<file path="config.mk">
export PLATFORM = sky130hd
export DESIGN_NAME = ahr_responder
export DESIGN_NICKNAME = d
export VERILOG_FILES = /design/src/logic/ahr_pkg.sv /design/src/logic/ahr_responder.sv
export SDC_FILE = /design/constraint.sdc
export NUM_CORES = 1
export LEC_CHECK = 0
export BUFFER_PORTS_ARGS = -buffer_cell sky130_fd_sc_hd__buf_2
export CORE_MARGIN = 2
export CORE_UTILIZATION = 40
export DETAILED_ROUTE_END_ITERATION = 8
export SLEW_MARGIN = 20
export SYNTH_ARGS = -nofsm -noshare
export SYNTH_HDL_FRONTEND = slang
export SYNTH_SLANG_ARGS = --single-unit
</file>
<file path="constraint.sdc">
create_clock -name clk_i -period 30.2 [get_ports clk_i]
set_input_delay 4.53 -clock clk_i [delete_from_list [all_inputs] [get_ports clk_i]]
set_output_delay 4.53 -clock clk_i [all_outputs]
set_load 0.05 [all_outputs]
</file>
<file path="src/logic/ahr_pkg.sv">
package ahr_pkg;

  // ==========================================================
  // characters and error codes
  localparam logic [7:0] CH_START     = 8'h3E;
  localparam logic [7:0] CH_CR        = 8'h0D;
  localparam logic [7:0] CH_ACK       = 8'h41;
  localparam logic [7:0] CH_NAK       = 8'h4E;
  localparam logic [7:0] PRINT_LO     = 8'h21;
  localparam logic [7:0] PRINT_HI     = 8'h7F;
  localparam logic [7:0] ERR_PWRUP    = 8'h00;
  localparam logic [7:0] ERR_UNDEF    = 8'h01;
  localparam logic [7:0] ERR_CKSUM    = 8'h02;
  localparam logic [7:0] ERR_OVERRUN  = 8'h03;
  localparam logic [7:0] ERR_NONPRINT = 8'h04;
  localparam logic [7:0] ERR_SHORT    = 8'h05;
  localparam logic [7:0] ERR_WDOG     = 8'h06;

  // ==========================================================
  // sizes
  localparam int          FIFO_DEPTH    = 32;
  localparam int          ANALOG_MAX    = 71;
  localparam int          DIGITAL_MAX   = 16;
  localparam int          MIN_FRAME     = 6;
  localparam int          HDR_LEN       = 4;
  localparam int          CK_LEN        = 2;
  localparam int          ACK_MAX       = 8;
  localparam int          MSG_MAX       = ACK_MAX + 4;
  localparam logic [11:0] ANALOG_FULL   = 12'hFFF;
  localparam logic [15:0] DISCRETE_FULL = 16'hFFFF;

  // ==========================================================
  // types
  typedef enum logic [1:0] {
    RX_HUNT    = 2'b00,
    RX_COLLECT = 2'b01,
    RX_EVAL    = 2'b10,
    RX_DRAIN   = 2'b11
  } ahr_rx_state_type;

  typedef enum logic [1:0] {
    RES_OTHER     = 2'b00,
    RES_CKSUM_BAD = 2'b01,
    RES_CMD       = 2'b10,
    RES_NAK       = 2'b11
  } ahr_res_kind_type;

  typedef struct packed {
    ahr_res_kind_type kind;
    logic [7:0]       value;
  } ahr_result_type;

  typedef struct packed {
    logic [3:0]           len;
    logic [ACK_MAX*8-1:0] chars;
  } ahr_ack_type;

  // ==========================================================
  // hex helpers: {valid, nibble}, uppercase only
  function automatic logic [4:0] hex_val(input logic [7:0] c);
    if (c >= 8'h30 && c <= 8'h39)
      hex_val = {1'b1, c[3:0]};
    else if (c >= 8'h41 && c <= 8'h46)
      hex_val = {1'b1, 4'(c[3:0] + 4'h9)};
    else
      hex_val = 5'h00;
  endfunction : hex_val

  function automatic logic [7:0] hex_chr(input logic [3:0] n);
    hex_chr = (n < 4'hA) ? 8'({4'h0, n} + 8'h30) : 8'({4'h0, n} + 8'h37);
  endfunction : hex_chr

  function automatic logic is_cmd(input logic [7:0] c);
    is_cmd = (c >= 8'h41 && c <= 8'h5A) || (c >= 8'h61 && c <= 8'h7A);
  endfunction : is_cmd

endpackage : ahr_pkg

</file>
<file path="src/logic/ahr_responder.sv">
`timescale 1ns/1ps

// ==========================================================
// character buffer
module ahr_fifo #(
  parameter int WIDTH = 8,
  parameter int DEPTH = ahr_pkg::FIFO_DEPTH
) (
  input  wire logic                       clk_i,
  input  wire logic                       rstn_i,
  input  wire logic                       clr_i,
  input  wire logic                       in_valid_i,
  input  wire logic [WIDTH-1:0]           in_data_i,
  output logic                            in_ready_o,
  output logic                            out_valid_o,
  output logic [WIDTH-1:0]                out_data_o,
  input  wire logic                       out_ready_i,
  output logic [$clog2(DEPTH+1)-1:0]      count_o
);
  localparam int AW = $clog2(DEPTH);
  localparam int CW = $clog2(DEPTH+1);

  // pointers wrap naturally only at a power of two
  if (DEPTH < 2 || (DEPTH & (DEPTH - 1)) != 0)
  begin : g_bad_depth
    $error("fifo depth must be a power of two");
  end

  logic [WIDTH-1:0] mem [0:DEPTH-1];
  logic [AW-1:0]    wr_idx;
  logic [AW-1:0]    rd_idx;
  logic [CW-1:0]    count;
  logic             push;
  logic             pop;

  assign in_ready_o  = (count < CW'(DEPTH));
  assign out_valid_o = (count != '0);
  assign out_data_o  = mem[rd_idx];
  assign count_o     = count;
  assign push        = in_valid_i && in_ready_o;
  assign pop         = out_valid_o && out_ready_i;

  always_ff @(posedge clk_i)
  begin
    if (push)
      mem[clr_i ? AW'(0) : wr_idx] <= in_data_i;
  end

  always_ff @(posedge clk_i)
  begin
    if (!rstn_i)
    begin
      wr_idx <= '0;
      rd_idx <= '0;
      count  <= '0;
    end
    else if (clr_i)
    begin
      // a character arriving with the clear survives it
      wr_idx <= AW'(push);
      rd_idx <= '0;
      count  <= CW'(push);
    end
    else
    begin
      if (push)
        wr_idx <= wr_idx + AW'(1);
      if (pop)
        rd_idx <= rd_idx + AW'(1);
      if (push && !pop)
        count <= count + CW'(1);
      else if (pop && !push)
        count <= count - CW'(1);
    end
  end
endmodule : ahr_fifo

// ==========================================================
// framer and responder
module ahr_responder (
  input  wire logic                 clk_i,
  input  wire logic                 rstn_i,
  input  wire logic                 rx_valid_i,
  input  wire logic [7:0]           rx_data_i,
  output logic                      rx_ready_o,
  input  wire logic [7:0]           node_addr_i,
  input  wire logic                 analog_mode_i,
  input  wire logic                 rx_buffer_flush_i,
  output logic                      result_valid_o,
  output ahr_pkg::ahr_result_type   result_o,
  output logic                      pl_valid_o,
  output logic [7:0]                pl_data_o,
  input  wire logic                 pl_ready_i,
  input  wire logic                 ack_req_i,
  input  wire ahr_pkg::ahr_ack_type ack_i,
  input  wire logic                 nak_req_i,
  input  wire logic [7:0]           nak_code_i,
  input  wire logic                 wdog_expire_i,
  output logic                      req_taken_o,
  output logic                      tx_busy_o,
  output logic                      tx_valid_o,
  output logic [7:0]                tx_data_o,
  input  wire logic                 tx_ready_i
);
  localparam int CW = $clog2(ahr_pkg::FIFO_DEPTH+1);

  ahr_pkg::ahr_rx_state_type rx_state;
  ahr_pkg::ahr_rx_state_type next_rx_state;
  logic                      rx_ready;
  logic                      rx_take;
  logic [6:0]                cnt;
  logic [7:0]                sum;
  logic [7:0]                ck_a;
  logic [7:0]                ck_b;
  logic [7:0]                addr;
  logic                      addr_ok;
  logic [7:0]                cmd;
  logic                      bad;
  logic                      ovr;
  logic                      pwr;
  logic [4:0]                hv;
  logic [4:0]                ckh;
  logic [4:0]                ckl;
  logic [6:0]                limit;
  logic [7:0]                body_sum;
  logic                      ck_ok;
  logic                      addr_match;
  logic                      err;
  logic [7:0]                code;
  logic                      eval_fire;
  logic                      eval_nak;
  logic                      fifo_push;
  logic                      fifo_in_ready;
  logic                      fifo_clr;
  logic                      fifo_out_valid;
  logic [7:0]                fifo_out_data;
  logic                      fifo_pop;
  logic [CW-1:0]             fifo_count;
  logic [CW:0]               next_fill;
  logic [6:0]                drain_idx;
  logic                      keep;
  logic                      drain_done;
  logic                      tx_busy;
  logic                      tx_start;
  logic                      wdog_pend;
  logic [7:0]                msg [0:ahr_pkg::MSG_MAX-1];
  logic [7:0]                next_msg [0:ahr_pkg::MSG_MAX-1];
  logic [3:0]                tx_len;
  logic [3:0]                next_len;
  logic [3:0]                tx_idx;

  assign rx_ready_o = rx_ready;
  assign tx_busy_o  = tx_busy;
  assign rx_take    = rx_valid_i && rx_ready;
  assign hv         = ahr_pkg::hex_val(rx_data_i);
  assign limit      = analog_mode_i ? 7'(ahr_pkg::ANALOG_MAX) : 7'(ahr_pkg::DIGITAL_MAX);

  // ==========================================================
  // receive sequencing
  always_comb
  begin
    next_rx_state = rx_state;
    case (rx_state)
      ahr_pkg::RX_HUNT:
        if (rx_take && rx_data_i == ahr_pkg::CH_START)
          next_rx_state = ahr_pkg::RX_COLLECT;
      ahr_pkg::RX_COLLECT:
        if (rx_buffer_flush_i)
          next_rx_state = ahr_pkg::RX_HUNT;
        else if (rx_take && rx_data_i == ahr_pkg::CH_CR)
          next_rx_state = ahr_pkg::RX_EVAL;
      ahr_pkg::RX_EVAL:
        if (eval_fire)
          next_rx_state = (addr_match && !err) ? ahr_pkg::RX_DRAIN : ahr_pkg::RX_HUNT;
      ahr_pkg::RX_DRAIN:
        if (drain_done)
          next_rx_state = ahr_pkg::RX_HUNT;
      default:
        next_rx_state = ahr_pkg::RX_HUNT;
    endcase
  end

  always_ff @(posedge clk_i)
  begin
    if (!rstn_i)
      rx_state <= ahr_pkg::RX_HUNT;
    else
      rx_state <= next_rx_state;
  end

  // characters before '>' are dropped; the carriage return is never stored
  assign fifo_push = fifo_in_ready && rx_take &&
                     ((rx_state == ahr_pkg::RX_HUNT && rx_data_i == ahr_pkg::CH_START) ||
                      (rx_state == ahr_pkg::RX_COLLECT && rx_data_i != ahr_pkg::CH_CR &&
                       !rx_buffer_flush_i));
  assign next_fill = {1'b0, fifo_count} + (CW+1)'(fifo_push);

  // registered ready, so it looks one character ahead
  always_ff @(posedge clk_i)
  begin
    if (!rstn_i)
      rx_ready <= 1'b0;
    else
      rx_ready <= (next_rx_state == ahr_pkg::RX_HUNT || next_rx_state == ahr_pkg::RX_COLLECT)
                  && (next_fill < (CW+1)'(ahr_pkg::FIFO_DEPTH));
  end

  // ==========================================================
  // frame collection
  always_ff @(posedge clk_i)
  begin
    if (!rstn_i)
    begin
      cnt     <= 7'h00;
      sum     <= 8'h00;
      ck_a    <= 8'h00;
      ck_b    <= 8'h00;
      addr    <= 8'h00;
      addr_ok <= 1'b0;
      cmd     <= 8'h00;
      bad     <= 1'b0;
      ovr     <= 1'b0;
    end
    else if (fifo_push && rx_state == ahr_pkg::RX_HUNT)
    begin
      cnt     <= 7'h01;
      sum     <= 8'h00;
      addr_ok <= 1'b1;
      bad     <= 1'b0;
      ovr     <= 1'b0;
    end
    else if (fifo_push)
    begin
      if (cnt != 7'h7F)
        cnt <= cnt + 7'h01;
      sum  <= sum + rx_data_i;
      ck_b <= ck_a;
      ck_a <= rx_data_i;
      if (cnt == 7'h01)
      begin
        addr_ok    <= addr_ok & hv[4];
        addr[7:4]  <= hv[3:0];
      end
      if (cnt == 7'h02)
      begin
        addr_ok    <= addr_ok & hv[4];
        addr[3:0]  <= hv[3:0];
      end
      if (cnt == 7'h03)
        cmd <= rx_data_i;
      if (rx_data_i < ahr_pkg::PRINT_LO || rx_data_i > ahr_pkg::PRINT_HI)
        bad <= 1'b1;
      if (cnt >= limit)
        ovr <= 1'b1;
    end
  end

  // ==========================================================
  // evaluation on carriage return
  assign ckh        = ahr_pkg::hex_val(ck_b);
  assign ckl        = ahr_pkg::hex_val(ck_a);
  assign body_sum   = 8'(sum - ck_a - ck_b);
  assign ck_ok      = ckh[4] && ckl[4] && ({ckh[3:0], ckl[3:0]} == body_sum);
  assign addr_match = addr_ok && cnt >= 7'h03 && addr == node_addr_i;
  // waits for a free transmitter so an error reply is never lost
  assign eval_fire  = (rx_state == ahr_pkg::RX_EVAL) && !tx_busy;
  assign eval_nak   = eval_fire && addr_match && err;

  always_comb
  begin
    err  = 1'b1;
    code = ahr_pkg::ERR_PWRUP;
    if (bad)
      code = ahr_pkg::ERR_NONPRINT;
    else if (ovr)
      code = ahr_pkg::ERR_OVERRUN;
    else if (cnt < 7'(ahr_pkg::MIN_FRAME))
      code = ahr_pkg::ERR_SHORT;
    else if (!ck_ok)
      code = ahr_pkg::ERR_CKSUM;
    else if (!ahr_pkg::is_cmd(cmd))
      code = ahr_pkg::ERR_UNDEF;
    else if (pwr && cmd != ahr_pkg::CH_ACK)
      code = ahr_pkg::ERR_PWRUP;
    else
      err = 1'b0;
  end

  always_ff @(posedge clk_i)
  begin
    if (!rstn_i)
    begin
      result_valid_o <= 1'b0;
      result_o       <= '{kind: ahr_pkg::RES_OTHER, value: 8'h00};
    end
    else
    begin
      result_valid_o <= eval_fire;
      if (eval_fire && !addr_match)
        result_o <= '{kind: ahr_pkg::RES_OTHER, value: 8'h00};
      else if (eval_fire && err && code == ahr_pkg::ERR_CKSUM)
        result_o <= '{kind: ahr_pkg::RES_CKSUM_BAD, value: code};
      else if (eval_fire && err)
        result_o <= '{kind: ahr_pkg::RES_NAK, value: code};
      else if (eval_fire)
        result_o <= '{kind: ahr_pkg::RES_CMD, value: cmd};
    end
  end

  // the pending state is served by one power-up error reply (code 00), or by an 'A'
  always_ff @(posedge clk_i)
  begin
    if (!rstn_i)
      pwr <= 1'b1;
    else if (eval_fire && addr_match && (!err || code == ahr_pkg::ERR_PWRUP))
      pwr <= 1'b0;
  end

  // ==========================================================
  // buffer and payload drain
  // a bad checksum and a foreign frame leave the buffer for the local logic
  assign fifo_clr = (rx_buffer_flush_i && rx_state != ahr_pkg::RX_DRAIN &&
                     rx_state != ahr_pkg::RX_EVAL) ||
                    (eval_nak && code != ahr_pkg::ERR_CKSUM);

  ahr_fifo #(
    .WIDTH (8),
    .DEPTH (ahr_pkg::FIFO_DEPTH)
  ) u_fifo (
    .clk_i       (clk_i),
    .rstn_i      (rstn_i),
    .clr_i       (fifo_clr),
    .in_valid_i  (fifo_push),
    .in_data_i   (rx_data_i),
    .in_ready_o  (fifo_in_ready),
    .out_valid_o (fifo_out_valid),
    .out_data_o  (fifo_out_data),
    .out_ready_i (fifo_pop),
    .count_o     (fifo_count)
  );

  assign fifo_pop   = (rx_state == ahr_pkg::RX_DRAIN) && fifo_out_valid &&
                      (!pl_valid_o || pl_ready_i);
  assign keep       = drain_idx >= 7'(ahr_pkg::HDR_LEN) &&
                      drain_idx < 7'(cnt - 7'(ahr_pkg::CK_LEN));
  assign drain_done = fifo_pop && drain_idx == 7'(cnt - 7'h01);

  always_ff @(posedge clk_i)
  begin
    if (!rstn_i || eval_fire)
      drain_idx <= 7'h00;
    else if (fifo_pop)
      drain_idx <= drain_idx + 7'h01;
  end

  // payload characters go out unchanged, still ASCII-hex
  always_ff @(posedge clk_i)
  begin
    if (!rstn_i)
    begin
      pl_valid_o <= 1'b0;
      pl_data_o  <= 8'h00;
    end
    else if (fifo_pop && keep)
    begin
      pl_valid_o <= 1'b1;
      pl_data_o  <= fifo_out_data;
    end
    else if (pl_ready_i)
      pl_valid_o <= 1'b0;
  end

  // ==========================================================
  // reply builder
  always_ff @(posedge clk_i)
  begin
    if (!rstn_i)
      wdog_pend <= 1'b0;
    else if (wdog_expire_i)
      wdog_pend <= 1'b1;
    else if (tx_start && !eval_nak)
      wdog_pend <= 1'b0;
  end

  assign tx_start = !tx_busy && (eval_nak || wdog_pend || nak_req_i || ack_req_i);

  always_comb
  begin
    logic [3:0] alen;
    logic [7:0] csum;
    logic [7:0] ncode;
    alen  = (ack_i.len > 4'(ahr_pkg::ACK_MAX)) ? 4'(ahr_pkg::ACK_MAX) : ack_i.len;
    csum  = 8'h00;
    ncode = eval_nak ? code : (wdog_pend ? ahr_pkg::ERR_WDOG : nak_code_i);
    for (int i = 0; i < ahr_pkg::MSG_MAX; i++)
      next_msg[i] = 8'h00;
    if (eval_nak || wdog_pend || nak_req_i)
    begin
      next_msg[0] = ahr_pkg::CH_NAK;
      next_msg[1] = ahr_pkg::hex_chr(ncode[7:4]);
      next_msg[2] = ahr_pkg::hex_chr(ncode[3:0]);
      next_msg[3] = ahr_pkg::CH_CR;
      next_len    = 4'h4;
    end
    else
    begin
      next_msg[0] = ahr_pkg::CH_ACK;
      for (int i = 0; i < ahr_pkg::ACK_MAX; i++)
        if (4'(i) < alen)
        begin
          next_msg[i+1] = ack_i.chars[8*i +: 8];
          csum          = csum + ack_i.chars[8*i +: 8];
        end
      if (alen == 4'h0)
      begin
        next_msg[1] = ahr_pkg::CH_CR;
        next_len    = 4'h2;
      end
      else
      begin
        next_msg[alen+4'h1] = ahr_pkg::hex_chr(csum[7:4]);
        next_msg[alen+4'h2] = ahr_pkg::hex_chr(csum[3:0]);
        next_msg[alen+4'h3] = ahr_pkg::CH_CR;
        next_len            = alen + 4'h4;
      end
    end
  end

  always_ff @(posedge clk_i)
  begin
    if (!rstn_i)
      req_taken_o <= 1'b0;
    else
      req_taken_o <= tx_start && !eval_nak && !wdog_pend;
  end

  // ==========================================================
  // transmit sequencing
  always_ff @(posedge clk_i)
  begin
    if (!rstn_i)
    begin
      tx_busy    <= 1'b0;
      tx_valid_o <= 1'b0;
      tx_data_o  <= 8'h00;
      tx_len     <= 4'h0;
      tx_idx     <= 4'h0;
    end
    else if (tx_start)
    begin
      msg     <= next_msg;
      tx_len  <= next_len;
      tx_idx  <= 4'h0;
      tx_busy <= 1'b1;
    end
    else if (tx_busy && (!tx_valid_o || tx_ready_i))
    begin
      if (tx_idx < tx_len)
      begin
        tx_data_o  <= msg[tx_idx];
        tx_valid_o <= 1'b1;
        tx_idx     <= tx_idx + 4'h1;
      end
      else
      begin
        tx_valid_o <= 1'b0;
        tx_busy    <= 1'b0;
      end
    end
  end
endmodule : ahr_responder

</file>
# After elaboration in Yosys (flattened, before gate mapping)
# Memory sizes are Yosys's and may differ from the RTL's. A register that Yosys moved wholly into a read port is not among the register bits.
# Index checks and enable logic that the tools add are counted.
dict set report word_totals {
  ff_bits 205
  latch_bits 0
  ram_bits 256
  rom_bits 0
  input_bits 102
  output_inout_bits 32
  elab_cells 373
  n_memories 1
}
# memory words word_bits read_ports rd_ports_with_merged_regs wr line_no
set memory_table {}
lappend memory_table {u_fifo.mem 32 8 1 1 1 ahr_responder.sv:29} ;# logic [WIDTH-1:0] mem [0:DEPTH-1];
dict set report op_classes {
  addsub 35
  mul 0
  n_div 0
  order_cmp 46
  n_eq_ne 20
  shifts 0
  muxes 105
  bitwise_logic 11
  reduce_logical 110
}
# cell count
set op_table {}
lappend op_table {{$mux W8} 38}
lappend op_table {{$bwmux W96} 2}
lappend op_table {{$demux W8 S4} 3}
lappend op_table {{$mux W80} 1}
lappend op_table {{$add A8 B8 Y8} 8}
lappend op_table {{$and A60 B60 Y60} 1}
lappend op_table {{$not A60 Y60} 1}
lappend op_table {{$add A4 B6 Y7 const B} 8}
lappend op_table {{$logic_and A1 B1 Y1} 50}
lappend op_table {{$ge A8 B7 Y1 const B} 5}
lappend op_table {{$le A8 B7 Y1 const B} 5}
lappend op_table {{$or A36 B36 Y36} 1}
lappend op_table {{$mux W5} 7}
lappend op_table {{$mux W7} 5}
lappend op_table {{$bmux W8 S4} 1}
lappend op_table {{$mux W1} 27}
lappend op_table {{$ge A8 B6 Y1 const B} 3}
lappend op_table {{$le A8 B6 Y1 const B} 3}
lappend op_table {{$mux W24} 1}
lappend op_table {{$ge A5 B5 Y1 const B} 4}
lappend op_table {{$mux W10} 2}
lappend op_table {{$not A4 Y5} 4}
lappend op_table {{$reduce_and A2 Y1} 10}
lappend op_table {{$eq A8 B8 Y1} 2}
lappend op_table {{60 further kinds} 135}

# Logic depth before layout (Yosys ltp)
dict set report depth {
  depth_word 42
  mapped_depth 56
  depth_no_buf 53
}

# Modules after synthesis
# Synthesis repeated with hierarchy kept, for this count alone.
dict set report hier_totals {
  cells_unflattened 2482
  area_unflattened_um2 26859.5
}
# mod n_inst cells_each area_each_um2 seq_area_each_um2
set modules_own_cells {}
lappend modules_own_cells {ahr_responder 1 1854 15766.4 4784.6}
lappend modules_own_cells {ahr_fifo 1 628 11093.1 8107.8}

# Worst setup path after synthesis
# Ideal clock, no wire load.
dict set report synth_path {
  path_kind {input to register}
  startpoint {input ack_i[65] in the netlist's numbering}
  endpoint {register msg[52] in the netlist's numbering, data pin}
  setup_time_ps 290
  arrival_ps 13585
  required_time_ps 29910
  setup_slack_ps 16325
  path_stages 47
  path_buffers 3
  path_cell_list {clkbuf_1 clkinv_1 nand3_1 clkbuf_1 and2_1 inv_1 fa_1 nor2_1 a31o_2 inv_1 fa_1 nor2b_1 o21ai_0 o221ai_1 inv_1 fa_1 nand2_1 and2_1 [11 not listed] ha_1 o21ai_0 a21oi_1 o21ai_0 and4_1 a211o_1 ha_1 or3_1 o22ai_1 mux2i_1 xor2_1 xnor3_1 xnor3_1 nand2b_1 a21o_1 clkbuf_1 a221oi_1 a211oi_1}
}
dict set report synth_between {
  elab_chain_cells 32
  word_cells_on_any_way 70
  cone_classes {add/sub: 14; order compare: 17; mux: 30; bitwise: 5; reduce/logical: 4}
}
# item line_no
set synth_rtl {}
lappend synth_rtl {{from (decl)} ahr_responder.sv:95} ;# input wire ahr_pkg::ahr_ack_type ack_i,
lappend synth_rtl {{$gt A4 B4 Y1} ahr_responder.sv:392} ;# alen = (ack_i.len > 4'(ahr_pkg::ACK_MAX)) ? 4'(ahr_pkg::ACK_MAX) : ack_i.len;
lappend synth_rtl {{$mux W4 (*)} ahr_responder.sv:392}
lappend synth_rtl {{$lt A1 B4 Y1} ahr_responder.sv:409} ;# if (4'(i) < alen)
lappend synth_rtl {{$mux W8} ahr_responder.sv:409}
lappend synth_rtl {{$mux W8} ahr_responder.sv:397} ;# if (eval_nak || wdog_pend || nak_req_i)
lappend synth_rtl {{$add A8 B8 Y8} ahr_responder.sv:412} ;# csum = csum + ack_i.chars[8*i +: 8];
lappend synth_rtl {{$mux W8} ahr_responder.sv:409}
lappend synth_rtl {{$mux W8} ahr_responder.sv:397}
lappend synth_rtl {{[16 not listed]} n/a}
lappend synth_rtl {{$mux W8} ahr_responder.sv:409}
lappend synth_rtl {{$mux W8} ahr_responder.sv:397}
lappend synth_rtl {{$add A4 B6 Y7 or $lt A4 B4 Y1 (tied branches)} ahr_pkg.sv:70} ;# hex_chr = (n < 4'hA) ? 8'({4'h0, n} + 8'h30) : 8'({4'h0, n} + 8'h37);
lappend synth_rtl {{$mux W7} ahr_pkg.sv:70}
lappend synth_rtl {{$bwmux W96} ahr_responder.sv:421} ;# next_msg[alen+4'h1] = ahr_pkg::hex_chr(csum[7:4]);
lappend synth_rtl {{$bwmux W96} ahr_responder.sv:422} ;# next_msg[alen+4'h2] = ahr_pkg::hex_chr(csum[3:0]);
lappend synth_rtl {{$and A60 B60 Y60 (no line)} n/a}
lappend synth_rtl {{$mux W80 (*)} ahr_responder.sv:414} ;# if (alen == 4'h0)
lappend synth_rtl {{to (signal assigned)} ahr_responder.sv:451} ;# msg <= next_msg;
lappend synth_rtl {{to (decl)} ahr_responder.sv:146} ;# logic [7:0] msg [0:ahr_pkg::MSG_MAX-1];
# Every way passes the cells marked *; elsewhere a longest branch is shown, timed or not. The select of a mux whose other input is x is not followed.
# A chain may end at the register's enable or synchronous reset.

# Final worst setup path
dict set report layout_path {
  startpoint {input ack_i[65] in the netlist's numbering}
  endpoint {register msg[70] in the netlist's numbering, data pin}
}
# The elaborated chain is that of the path after synthesis.

==> results.py <==
metrics = {
    "logic_synthesis": {
        "syn-cell-area_um2": 26100,
        "synth_top_family_by_area": "simple AND/OR/NAND/NOR gates",
        "ys_async_sr_fraction": 0,
        "synth.top_cell.area_share": 0.400,
        "synthTopCellsByArea": "edfxtp_1 40%, dfxtp_1 9.0%, mux4_2 8.8%",
        "synth_simple_gate_area_frac": 0.138,
        "ys_warn_count": 0,
        "synth_fp_nets": 2527,
        "synth_flop_cell": "edfxtp_1",
        "postSynthAreaPerCell_um2": 11.4,
        "synth_compound_area_frac": 0.126,
        "synth_cell_types": 91,
        "synth_common_cells": "348 x edfxtp_1, 232 x nor2_1, 173 x nand2_1",
        "yosysTopAreaCell": "edfxtp_1",
        "synth.area.mux_share": 0.113,
        "post-synth-top-count-cell": "edfxtp_1",
        "synthAdderAreaFrac": 0.0669,
        "seq_area_frac_synth": 0.490,
        "synth_seq_cells": 465,
        "synth_edf_count": 348,
        "synth_xor_area_frac": 0.0335,
        "netlist_instances": 2295,
    },
    "critical_path": {
        "crit_slowest_cell": "a21oi_1",
        "r2r_cells": 18,
        "r2r_end": "u_fifo.mem[21][2]$_DFFE_PP_",
        "critical_path_required_ps": 30620,
        "timing.rr.start": "ck_a[0]$_SDFFE_PN0P_",
        "end_kind": "register",
        "ff2ff_setup_slack_ps": 24250,
        "crit_path_frequent_cell": "ha_1",
        "crit_type": "in -> reg",
        "cp-start-kind": "primary input",
        "path_max_fanout": 27,
        "worstPathArrival_ps": 16800,
        "slowest_delay_ps": 920,
    },
    "detailed_routing": {
        "drc": 0,
        "firstDrtPassIters": 8,
        "postRouteAntennaNets": 0,
        "met2_length_mm": 34.7,
        "via_per_inst": 5.81,
        "vias": 19100,
        "drt_iter0_markers": 1896,
        "drt-met1-wl_mm": 33.5,
        "wl_per_cell_um": 23.1,
        "met3_length_mm": 5.52,
        "wl_mm": 75.7,
        "top_layer": "met5",
    },
    "power": {
        "p_total_uw": 1960,
        "pwr_density_cell_nw_per_um2": 67.0,
        "ir_worst_vdd_uv": 133,
        "power_leakage_uw": 0.0105,
    },
    "final_layout": {
        "layout-drive-gt1-share": 0.157,
        "multi_input_area_um2": 12500,
        "synthToLayoutAreaGrowth_pct": 12.0,
        "fillers": 5926,
        "final_util": 0.453,
        "seqCellArea_um2": 12800,
        "nNetsFinal": 2619,
        "stdcell_count": 3280,
        "diodes": 0,
    },
    "hold_path": {
        "min_to": "result_o[5]$_SDFFE_PP0P_",
        "worstHoldPathCells": 2,
        "worst_hold_path_type": "reg -> reg",
        "min_from": "result_o[5]$_SDFFE_PP0P_",
    },
    "floorplanning": {
        "fp-row-count": 93,
        "die_h_um": 259,
        "die_x_um": 259,
        "start_util": 0.405,
        "dieArea_um2": 67300,
        "pin_count": 134,
        "coreArea_um2": 64500,
    },
    "placed_design": {
        "dp.cells": 3192,
        "dpl.hpwl_mm": 54.3,
        "io_buffers": 133,
        "place.gp.congestion": 0.906,
    },
    "clocking": {
        "post_cts_buffers": 0,
        "htree_levels": 2,
        "cts_resized": 0,
        "cts_tree": "yes",
        "clk_path_buf_depth": 3,
        "cts.reportedPaths.clkPinSlew_ps": 60,
        "numCtsBuffers": 47,
        "ctsHoldBuffers": 0,
        "root_buffer": "clkbuf_16",
        "cts.sinks": 465,
        "clk_latency_ps": 600,
    },
    "grt": {
        "antenna_found_initial": 1,
        "grt_pass1_vias": 18700,
        "track_usage": 0.224,
        "grt_pass1_wl_mm": 115,
        "grt-ovfl-total": 0,
        "grt_max_degree": 93,
    },
    "run": {
        "cap_violations": 0,
    },
    "timing": {
        "min_period_ps": 16390,
        "worstMarginPinSlew_ps": 1050,
        "slew_headroom": 0.299,
        "hold_viol": 0,
        "period_share": 0.543,
        "max_freq_ghz": 0.0610,
        "finalClockSkew_ps": 37.7,
        "setup_tns_ps": 0,
        "slew_violations": 0,
        "rsz0062_at_grt": "false",
        "setup_violations": 0,
    },
    "outcome": {
        "outcome": "completed",
    },
}
[layout by cell type, fill, tap and decap left out, types with 13 or more instances in the layout]
| cell | n |
|---|---|
| nand2b_1 | 32 |
| a21oi_1 | 142 |
| nor2b_1 | 68 |
| dfxtp_1 | 114 |
| and3_1 | 17 |
| clkbuf_16 | 49 |
| a211oi_1 | 27 |
| nand2_1 | 172 |
| nor3_1 | 37 |
| nor2_1 | 231 |
| o21ai_0 | 89 |
| a21o_1 | 27 |
| and2_1 | 20 |
| mux2i_1 | 65 |
| xnor2_1 | 57 |
| nor3b_1 | 16 |
| nand4_1 | 13 |
| inv_1 | 83 |
| a221oi_1 | 39 |
| edfxtp_1 | 348 |
| buf_4 | 38 |
| fa_1 | 16 |
| buf_2 | 133 |
| o21a_1 | 17 |
| o22ai_1 | 13 |
| xor2_1 | 35 |
| ha_1 | 114 |
| nand3_1 | 44 |
| or3_1 | 15 |
| mux4_2 | 102 |
[layout make-up]
class | instances | share of cell area
repair buffers | 172 | 0.0335
clock buffers | 61 | 0.0442
inverters | 85 | 0.0109
well taps | 855 | 0.0366
multi-input cells | 1616 | 0.427
flip-flops and latches | 465 | 0.438
clock inverters | 26 | 0.00925
[report_power, final]
group,total [uW],switching (uW),internal [uW]
registers,712,5.48,707
clock network,591,253,338
logic,654,437,217
total,1960,696,1260
[worst max path at each step]
stage                          from               endpoint  cells past startpoint
after floorplan           ack_i[65]  msg[52]$_SDFFCE_PN0P_                     47
after global placement    ack_i[65]  msg[62]$_SDFFCE_PN0P_                     49
after detailed placement  ack_i[65]  msg[62]$_SDFFCE_PN0P_                     51
after CTS                 ack_i[65]  msg[70]$_SDFFCE_PN0P_                     51
after global routing      ack_i[65]  msg[70]$_SDFFCE_PN0P_                     51
final                     ack_i[65]  msg[70]$_SDFFCE_PN0P_                     51
[per-layer routing]
layer	vias to the layer above	global-route usage
met5	-	0
met4	2	0.0635
met3	125	0.0369
met2	760	0.353
met1	9365	0.320
li1	8805	-
[flip-flops by register name, summed over array words and instances (netlist names), 5 cells and up]
| name | cells |
|---|---|
| addr | 8 |
| ck_a | 8 |
| ck_b | 8 |
| cmd | 8 |
| cnt | 7 |
| drain_idx | 7 |
| msg | 92 |
| pl_data_o | 8 |
| result_o | 10 |
| sum | 8 |
| tx_data_o | 8 |
| u_fifo.count_o | 6 |
| u_fifo.mem | 256 |
| u_fifo.rd_idx | 5 |
| u_fifo.wr_idx | 5 |
[worst max-delay path: cells and delay by family]
family          cells  cell delay (ps)
buf+inv             3             1030
fa+ha+maj           8             2470
mux                 1              280
compound gates     23             4940
simple gates       13             2620
xor+xnor            3              880
[stage by stage]
step	hold slack [ps]	cell area, um^2	setup slack [ps]
3_3_place_gp	443	27600	14140
2_1_floorplan	429	26100	16330
5_1_grt	486	29200	13010
4_1_cts	467	29200	14070
6_report	461	29200	13810
3_5_place_dp	457	27600	13510
[cell families (layout without fill, tap and decap cells)]
group / count (synthesis) / after routing
buffers and inverters: 214 / 344
flip-flops: 465 / 465
XOR/XNOR: 95 / 95
AND/OR/NAND/NOR: 730 / 730
AO/OA/AOI/OAI: 493 / 493
multiplexers: 168 / 168
adder cells (fa/ha/maj): 130 / 130
(Power assumes the default switching activity.)
